File: src/hdl/wave_shaping_cfg.svh
// Offsets, field positions, reset values and counts of the wave shaping lookup
`ifndef WAVE_SHAPING_CFG_SVH
`define WAVE_SHAPING_CFG_SVH

// Lookup table window, one aligned word per entry
`define LUT_BASE_ADDR    24'h201368
`define LUT_LAST_ADDR    24'h2013A7
`define LUT_ENTRIES      16
`define LUT_IDX_W        4
`define LUT_SIZE_ADDR    24'h2013A8
`define LUT_SIZE_RESET   5'h00

// Control: protocol index and load strobe
`define CTRL_ADDR        24'h2013AC
`define CTRL_PROTO_LSB   0
`define CTRL_PROTO_MSB   3
`define CTRL_LOAD_BIT    8
`define PROTO_RESET      4'h0
`define PROTO_COUNT      13

// Shaping value applied by a protocol load
`define BASE_ADDR        24'h2013B0
`define BASE_RESET       12'h000

// Status: applied shaping, latched gear, busy, match
`define STATUS_ADDR      24'h2013B4

// Entry layout
`define GEAR_MIN         4'h1
`define GEAR_MAX         4'hE
`define FIELD_W          4
`define ADDR_W           24

`endif

File: src/hdl/wave_shaping_pkg.sv
// Types shared by the wave shaping lookup block
package wave_shaping_pkg;

   // One lookup table word as stored, bit 31 at the top
   typedef struct packed {
      logic [2:0]  reserved;
      logic [12:0] proto_mask;
      logic [3:0]  residual;
      logic [3:0]  rising;
      logic [3:0]  falling;
      logic [3:0]  gear;
   } lut_entry_s;

   // Transmit shaping fields, residual on top
   typedef struct packed {
      logic [3:0] residual;
      logic [3:0] rising;
      logic [3:0] falling;
   } shape_s;

   typedef enum logic [1:0] {
      SCAN_IDLE,
      SCAN_WALK,
      SCAN_COMMIT
   } scan_state_e;

endpackage

File: src/hdl/shape_field_add.sv
// Saturating add of a sign and magnitude correction to one shaping field
`timescale 1ns/100ps
`include "wave_shaping_cfg.svh"

module shape_field_add (
   input  wire logic [`FIELD_W-1:0] value,
   input  wire logic [`FIELD_W-1:0] delta,
   output logic      [`FIELD_W-1:0] result
);

   logic [`FIELD_W:0] wide;

   // Top bit of delta is the sign, low three the magnitude
   always_comb begin
      wide = {1'b0, value};
      if (delta[`FIELD_W-1]) begin
         if (value < {1'b0, delta[`FIELD_W-2:0]}) begin
            result = '0; // Clamp instead of wrapping to a huge value
         end else begin
            result = value - {1'b0, delta[`FIELD_W-2:0]};
         end
      end else begin
         wide = {1'b0, value} + {2'b00, delta[`FIELD_W-2:0]};
         result = wide[`FIELD_W] ? '1 : wide[`FIELD_W-1:0];
      end
   end

endmodule

File: src/hdl/lut_entry_match.sv
// Decides whether one table word applies to the active protocol and gear
`timescale 1ns/100ps
`include "wave_shaping_cfg.svh"

module lut_entry_match (
   input  wire wave_shaping_pkg::lut_entry_s entry,
   input  wire logic [3:0]                   proto,
   input  wire logic [3:0]                   gear,
   output logic                              applies,
   output logic                              exact,
   output logic                              beyond
);

   logic usable;

   // Gear outside 1..14 or reserved bits set makes the word unusable
   always_comb begin
      usable = (entry.reserved == 3'h0) &&
               (entry.gear >= `GEAR_MIN) && (entry.gear <= `GEAR_MAX) &&
               (proto < 4'(`PROTO_COUNT)) && entry.proto_mask[proto];
      applies = usable && (entry.gear <= gear);
      exact   = usable && (entry.gear == gear);
      beyond  = (entry.gear > gear); // Ascending order lets the walk stop here
   end

endmodule

File: src/hdl/adaptive_shaping_control.sv
// Adaptive transmit wave shaping: table walk on gear switch or protocol load
//
// Design decision made here: strobed register access.
`timescale 1ns/100ps
`include "wave_shaping_cfg.svh"

module adaptive_shaping_control (
   input  wire logic                  clock,
   input  wire logic                  rst,
   input  wire logic [`ADDR_W-1:0]    reg_addr,
   input  wire logic [31:0]           reg_wdata,
   input  wire logic                  reg_wr,
   input  wire logic                  reg_rd,
   output logic      [31:0]           reg_rdata,
   input  wire logic [3:0]            power_control_gear,
   output wave_shaping_pkg::shape_s   transmit_shape,
   output logic                       scan_busy
);

   // ****************************************************************
   // Storage and control registers
   // ****************************************************************

   wave_shaping_pkg::lut_entry_s lut_r [`LUT_ENTRIES];
   logic [4:0]                   lut_size_r;
   logic [3:0]                   proto_r;
   wave_shaping_pkg::shape_s     base_r;
   wave_shaping_pkg::shape_s     shape_r;
   wave_shaping_pkg::shape_s     acc_r;
   wave_shaping_pkg::shape_s     acc_nxt;
   wave_shaping_pkg::scan_state_e state_r;
   logic [`LUT_IDX_W-1:0]        idx_r;
   logic [3:0]                   gear_seen_r;
   logic [3:0]                   gear_scan_r;
   logic                         matched_r;
   logic                         load_cmd;
   logic                         gear_switch;
   logic                         start_scan;
   logic                         applies;
   logic                         exact;
   logic                         beyond;
   logic                         last_idx;
   logic [31:0]                  rdata_r;
   logic                         busy_r;

   // Table word index when the address falls in the table window
   function automatic logic lut_hit(input logic [`ADDR_W-1:0] a);
      lut_hit = (a >= `LUT_BASE_ADDR) && (a <= `LUT_LAST_ADDR) && (a[1:0] == 2'b00);
   endfunction

   function automatic logic [`LUT_IDX_W-1:0] lut_index(input logic [`ADDR_W-1:0] a);
      logic [`ADDR_W-1:0] off;
      off = a - `LUT_BASE_ADDR;
      lut_index = off[`LUT_IDX_W+1:2];
   endfunction

   // ****************************************************************
   // Register writes
   // ****************************************************************

   // Table words; byte 0 of a word is its least significant byte
   always_ff @(posedge clock or posedge rst) begin
      if (rst) begin
         for (int i = 0; i < `LUT_ENTRIES; i++) begin
            lut_r[i] <= '0;
         end
      end else if (reg_wr && lut_hit(reg_addr)) begin
         lut_r[lut_index(reg_addr)] <= reg_wdata;
      end
   end

   // Table size, clamped so the walk never leaves the table
   always_ff @(posedge clock or posedge rst) begin
      if (rst) begin
         lut_size_r <= `LUT_SIZE_RESET;
      end else if (reg_wr && (reg_addr == `LUT_SIZE_ADDR)) begin
         if (reg_wdata[7:0] > 8'(`LUT_ENTRIES)) begin
            lut_size_r <= 5'(`LUT_ENTRIES);
         end else begin
            lut_size_r <= reg_wdata[4:0];
         end
      end
   end

   // Protocol selection and the base shaping value of a load
   always_ff @(posedge clock or posedge rst) begin
      if (rst) begin
         proto_r <= `PROTO_RESET;
         base_r  <= `BASE_RESET;
      end else if (reg_wr) begin
         if (reg_addr == `CTRL_ADDR) begin
            proto_r <= reg_wdata[`CTRL_PROTO_MSB:`CTRL_PROTO_LSB];
         end else if (reg_addr == `BASE_ADDR) begin
            base_r <= reg_wdata[11:0];
         end
      end
   end

   // Load strobe is a write to control with the load bit set
   assign load_cmd = reg_wr && (reg_addr == `CTRL_ADDR) && reg_wdata[`CTRL_LOAD_BIT];

   // ****************************************************************
   // Gear tracking
   // ****************************************************************

   // Previous gear, compared each cycle to spot a switch
   always_ff @(posedge clock or posedge rst) begin
      if (rst) begin
         gear_seen_r <= 4'h0;
      end else begin
         gear_seen_r <= power_control_gear;
      end
   end

   assign gear_switch = (power_control_gear != gear_seen_r);
   assign start_scan  = gear_switch || load_cmd;

   // ****************************************************************
   // Table walk
   // ****************************************************************

   lut_entry_match u_match (
      .entry   (lut_r[idx_r]),
      .proto   (proto_r),
      .gear    (gear_scan_r),
      .applies (applies),
      .exact   (exact),
      .beyond  (beyond)
   );

   // Per-field correction of the running sum, sign plus magnitude
   generate
      for (genvar f = 0; f < 3; f++) begin : g_field
         shape_field_add u_add (
            .value  (acc_r[f*`FIELD_W +: `FIELD_W]),
            .delta  (lut_r[idx_r][(f+1)*`FIELD_W +: `FIELD_W]),
            .result (acc_nxt[f*`FIELD_W +: `FIELD_W])
         );
      end
   endgenerate

   assign last_idx = ({1'b0, idx_r} + 5'h01) >= lut_size_r;

   // Walk state; a new trigger mid-walk restarts from the first word
   always_ff @(posedge clock or posedge rst) begin
      if (rst) begin
         state_r     <= wave_shaping_pkg::SCAN_IDLE;
         idx_r       <= '0;
         gear_scan_r <= 4'h0;
      end else if (start_scan) begin
         idx_r       <= '0;
         gear_scan_r <= power_control_gear;
         if (lut_size_r == 5'h00) begin
            state_r <= wave_shaping_pkg::SCAN_COMMIT;
         end else begin
            state_r <= wave_shaping_pkg::SCAN_WALK;
         end
      end else begin
         case (state_r)
            wave_shaping_pkg::SCAN_WALK: begin
               // Ascending gears: nothing past a higher gear can apply
               if (beyond || last_idx) begin
                  state_r <= wave_shaping_pkg::SCAN_COMMIT;
               end else begin
                  idx_r <= idx_r + 1'b1;
               end
            end
            wave_shaping_pkg::SCAN_COMMIT: begin
               state_r <= wave_shaping_pkg::SCAN_IDLE;
            end
            default: begin
               state_r <= wave_shaping_pkg::SCAN_IDLE;
            end
         endcase
      end
   end

   // Running sum starts from the load value and gathers every gear up to and including the scanned one
   always_ff @(posedge clock or posedge rst) begin
      if (rst) begin
         acc_r     <= `BASE_RESET;
         matched_r <= 1'b0;
      end else if (start_scan) begin
         acc_r     <= base_r; // Load and gear switch both restart from the load value
         matched_r <= 1'b0;
      end else if ((state_r == wave_shaping_pkg::SCAN_WALK) && applies) begin
         acc_r <= acc_nxt;
         if (exact) begin
            matched_r <= 1'b1;
         end
      end
   end

   // ****************************************************************
   // Applied shaping and status
   // ****************************************************************

   // Load resets to the base value; a walk only commits on a real match
   always_ff @(posedge clock or posedge rst) begin
      if (rst) begin
         shape_r <= `BASE_RESET;
      end else if (load_cmd) begin
         shape_r <= base_r;
      end else if ((state_r == wave_shaping_pkg::SCAN_COMMIT) && !start_scan) begin
         if (matched_r) begin
            shape_r <= acc_r;
         end // Otherwise left as it was
      end
   end

   always_ff @(posedge clock or posedge rst) begin
      if (rst) begin
         busy_r <= 1'b0;
      end else begin
         busy_r <= start_scan || ((state_r == wave_shaping_pkg::SCAN_WALK));
      end
   end

   // ****************************************************************
   // Register reads
   // ****************************************************************

   // Read data stands only in the cycle after the strobe; unmapped reads zero
   always_ff @(posedge clock or posedge rst) begin
      if (rst) begin
         rdata_r <= 32'h0000_0000;
      end else if (!reg_rd) begin
         rdata_r <= 32'h0000_0000;
      end else if (lut_hit(reg_addr)) begin
         rdata_r <= lut_r[lut_index(reg_addr)];
      end else if (reg_addr == `LUT_SIZE_ADDR) begin
         rdata_r <= {27'h0, lut_size_r};
      end else if (reg_addr == `CTRL_ADDR) begin
         rdata_r <= {28'h0, proto_r};
      end else if (reg_addr == `BASE_ADDR) begin
         rdata_r <= {20'h0, base_r};
      end else if (reg_addr == `STATUS_ADDR) begin
         rdata_r <= {10'h0, matched_r, busy_r, 4'h0, gear_scan_r, shape_r};
      end else begin
         rdata_r <= 32'h0000_0000;
      end
   end

   assign reg_rdata      = rdata_r;
   assign transmit_shape = shape_r;
   assign scan_busy      = busy_r;

endmodule

File: config.mk
export PLATFORM = sky130hd
export DESIGN_NAME = adaptive_shaping_control
export DESIGN_NICKNAME = d
export VERILOG_FILES = /design/src/hdl/wave_shaping_pkg.sv /design/src/hdl/shape_field_add.sv /design/src/hdl/lut_entry_match.sv /design/src/hdl/adaptive_shaping_control.sv
export VERILOG_INCLUDE_DIRS = /design/src /design/src/hdl
export SDC_FILE = /design/constraint.sdc
export NUM_CORES = 1
export LEC_CHECK = 0
export BUFFER_PORTS_ARGS = -buffer_cell sky130_fd_sc_hd__buf_4
export CORE_MARGIN = 2
export CORE_UTILIZATION = 30
export DETAILED_ROUTE_END_ITERATION = 10
export GPL_TIMING_DRIVEN = 0
export PLACE_DENSITY_LB_ADDON = 0.2
export SLEW_MARGIN = 20
export SYNTH_ARGS = -nofsm -noshare
export SYNTH_HDL_FRONTEND = slang
export SYNTH_SLANG_ARGS = --single-unit
File: constraint.sdc
create_clock -name clock -period 53.3 [get_ports clock]
set_clock_uncertainty 0.1 [all_clocks]
set_input_delay 5.33 -clock clock [delete_from_list [all_inputs] [get_ports clock]]
set_output_delay 5.33 -clock clock [all_outputs]
set_load 0.1 [all_outputs]
==> impl_metrics.env <==
export IMPL_clock_fmax_ghz=0.0932
export IMPL_grt_usage_pct=21.9
export IMPL_cp_depth=11
export IMPL_first_global_vias=22900
export IMPL_synth_area_leader_cell="dfrtp_1"
export IMPL_drt_antenna_violating_nets=0
export IMPL_fp_row_count=119
export IMPL_detail_route_wl_per_cell_um=31.5
export IMPL_cts_sinks=605
export IMPL_p_int_w=0.000766
export IMPL_nets=2437
export IMPL_initial_utilization_pct=30.4
export IMPL_cts_tree="done"
export IMPL_drt_met1_wl_um=50500
export IMPL_synth_fp_nets=2249
export IMPL_cts_resized=0
export IMPL_clock_power_share_pct=49.4
export IMPL_worstMarginPinSlew_ns=1.30
export IMPL_r2r_cells=16
export IMPL_peakVddDrop_mv=0.0178
export IMPL_power_frac_comb_pct=5.1
export IMPL_syn_area_um2=32100
export IMPL_highest_layer="met5"
export IMPL_relSlewSlack_pct=13.2
export IMPL_start_kind="primary input"
export IMPL_dr_pass1_iters=8
export IMPL_initialDrtViolationCount=1826
export IMPL_die_area_um2=110000
export IMPL_cp_arrival_ns=11.12
export IMPL_multi_input_area_um2=16000
export IMPL_fin_crit_ns=10.73
export IMPL_status="finished with violations"
export IMPL_root_buffer="clkbuf_16"
export IMPL_syn_to_final_growth_pct=16.2
export IMPL_ys_types=71
export IMPL_slew_viol_final=0
export IMPL_fillers=10100
export IMPL_io_pins=109
export IMPL_rr_startpoint="idx_r[1]"
export IMPL_violations="design-rule violations"
export IMPL_async_flop_share_pct=100
export IMPL_startpoint="reg_addr[3]"
export IMPL_fin_ws_ns=42.57
export IMPL_required_ns=53.69
export IMPL_antenna_found_initial=2
export IMPL_ys_ff_latch=605
export IMPL_path_clk_slew_ns=0.06
export IMPL_synth_most_common_cell="dfrtp_1"
export IMPL_crit_chain="buf_4 > clkbuf_1 > buf_1 > clkbuf_1 > inv_1 > ha_1 > buf_1 > or3b_2 > nor4_2 > clkbuf_1 > mux2_2"
export IMPL_avgSynthCellArea_um2=14.9
export IMPL_holdBufCountCts=0
export IMPL_final_hold_violation_count=0
export IMPL_setup_viol=0
export IMPL_synth_flop_cell="dfrtp_1"
export IMPL_drc=1
export IMPL_netSwitchingFraction_pct=24.3
export IMPL_switchingPower_w=0.000246
export IMPL_clock_latency_ns=0.64
export IMPL_worstReg2RegEnd="acc_r[6]"
export IMPL_p_leak_nw=16.9
export IMPL_met3_wirelength_um=8090
export IMPL_vias_per_cell=5.72
export IMPL_rsz0062_at_grt="false"
export IMPL_vias=21700
export IMPL_diodes=0
export IMPL_final_util_pct=35.3
export IMPL_critical_path_class="in2reg"
export IMPL_pre_cts_ws_ns=41.77
export IMPL_ys_top_cells_by_area="dfrtp_1 47%, mux4_2 19%, mux2_2 18%"
export IMPL_synth_edf_count=0
export IMPL_totalWireLength_um=119000
export IMPL_cts_made_buffers=74
export IMPL_yosysSeqAreaShare_pct=47.2
export IMPL_post_route_period_util_pct=20.1
export IMPL_powerDensity_nw_per_um2=27.1
export IMPL_slowest_delay_ns=0.93
export IMPL_crit_family="buffers and inverters"
export IMPL_path_common_cell="clkbuf_1"
export IMPL_grt_pass1_wl_um=171000
export IMPL_power_w=0.00101
export IMPL_core_area_um2=106000
export IMPL_die_h_um=331
export IMPL_cts_setup_buffers=0
export IMPL_setup_tns_final_ns=0
export IMPL_met2WireLength_um=56200
export IMPL_path_buf_inv=7
export IMPL_grt_ovfl_total=0
export IMPL_hp_class="reg2reg"
export IMPL_synthTopCellsByCount="605 x dfrtp_1, 517 x mux2_2, 268 x mux4_2"
export IMPL_p_seq_share_pct=45.5
export IMPL_die_w_um=331
export IMPL_hpwl_um=81700
export IMPL_cap_violations=0
export IMPL_ys_warnings_count=0
export IMPL_worstSetupEndpoint="lut_r[45]"
export IMPL_endpoint_kind="register"
export IMPL_cts_buffer_depth=3
export IMPL_yosysTopAreaCellShare_pct=47.2
export IMPL_gp_congestion=0.868
export IMPL_regArea_um2=15100
export IMPL_ctsHtreeMaxLevel=3
export IMPL_syn_inst=2150
export IMPL_r2r_slack_ns=46.52
export IMPL_cpMaxStageDelayCell="clkbuf_1"
export IMPL_portBuffers=102
export IMPL_drive_gt1_share_pct=46.6
export IMPL_grt_max_degree=107
export IMPL_cp_max_fo=10
-- layout make-up --
class	instances	share of cell area (%)
well taps	1391	4.67
plain buffers	194	2.50
flip-flops and latches	605	40.6
multi-input cells	1312	42.9
clock buffers	107	5.82
clock inverters	22	0.513
repair buffers	112	2.62
inverters	39	0.413
-- layer usage --
metal	GRT usage (%)	vias to the layer above
li1	-	8675
met1	29.2	11800
met3	4.71	249
met5	0	-
met2	35.4	889
met4	7.43	4
-- layout by cell type (no fill, tap or decap), types with 5 or more instances in the layout --
cell / instances
buf_6: 10
buf_2: 48
a21oi_1: 35
o21ai_0: 38
nand2_1: 44
nor3_1: 29
clkbuf_8: 11
clkbuf_2: 21
clkbuf_16: 78
a22o_1: 7
xnor2_1: 6
buf_1: 27
inv_1: 37
buf_4: 110
or3_1: 8
mux4_2: 268
mux2i_1: 46
mux2_1: 15
nand2b_1: 7
nand4_1: 6
fa_1: 6
a31oi_1: 11
nor2_1: 55
nand3_1: 9
a22oi_1: 24
mux4_1: 20
clkbuf_1: 99
o21a_1: 5
buf_16: 6
nor2b_1: 27
a21boi_0: 5
and3_1: 17
a21o_1: 5
ha_1: 29
clkinv_2: 12
mux2_2: 517
dfrtp_1: 605
clkinvlp_4: 5
-- registers in the layout, indices dropped and copies added (netlist names) --
register        flops
gear_scan_r         4
lut_r             512
gear_seen_r         4
acc_r              12
lut_size_r          5
scan_busy           1
reg_rdata          32
idx_r               4
matched_r           1
state_r             2
proto_r             4
base_r             12
transmit_shape     12
-- kinds of logic (layout without fill, tap and decap cells) --
logic type,after synthesis,in the layout,synth area share [%]
AOI/OAI and AO/OA,173,173,3.66
xor gates and xnor gates,8,8,0.218
adders and majority gates,35,35,1.50
buffers and inverters,233,474,3.22
DFF,605,605,47.2
muxes,866,866,40.5
and+or+nand+nor,230,230,3.68
-- worst reg2reg max path, delay by kind of cell (launching register included) --
kind            cells  cell delay (ns)
mux                 2             0.94
flops               1             0.47
buf+inv             6             3.07
fa+ha+maj           2             0.69
compound gates      4             0.75
simple gates        2             0.65
-- power groups by stage --
stage / sequential [W] / combinational [W] / clock, W
final: 0.000461 / 0.0000514 / 0.000500
after global routing: 0.000460 / 0.0000551 / 0.000529
after CTS: 0.000461 / 0.0000519 / 0.000510
after detailed placement: 0.000469 / 0.0000518 / 0
after global placement: 0.000470 / 0.0000490 / 0
after floorplan: 0.000470 / 0.0000257 / 0
-- per-stage QoR --
step           std cells  instance area (µm²)  hold WS [ns]
3_5_place_dp        3652                34900         0.404
3_3_place_gp        3643                34600         0.388
5_1_grt             3782                37300         0.440
2_1_floorplan       2150                32100         0.368
4_1_cts             3781                37200         0.417
6_report            3782                37300         0.419
-- worst min path at each step --
stage | startpoint | to | slack, ns | cells past startpoint
floorplan | gear_scan_r[0] | gear_scan_r[0] | 0.37 | 2
global placement | lut_r[483] | lut_r[483] | 0.39 | 1
detailed placement | lut_r[483] | lut_r[483] | 0.40 | 1
CTS | lut_r[483] | lut_r[483] | 0.42 | 1
global route | lut_r[342] | lut_r[342] | 0.44 | 1
finish | lut_r[218] | lut_r[218] | 0.42 | 1
Power figures use the tool's default switching activity.
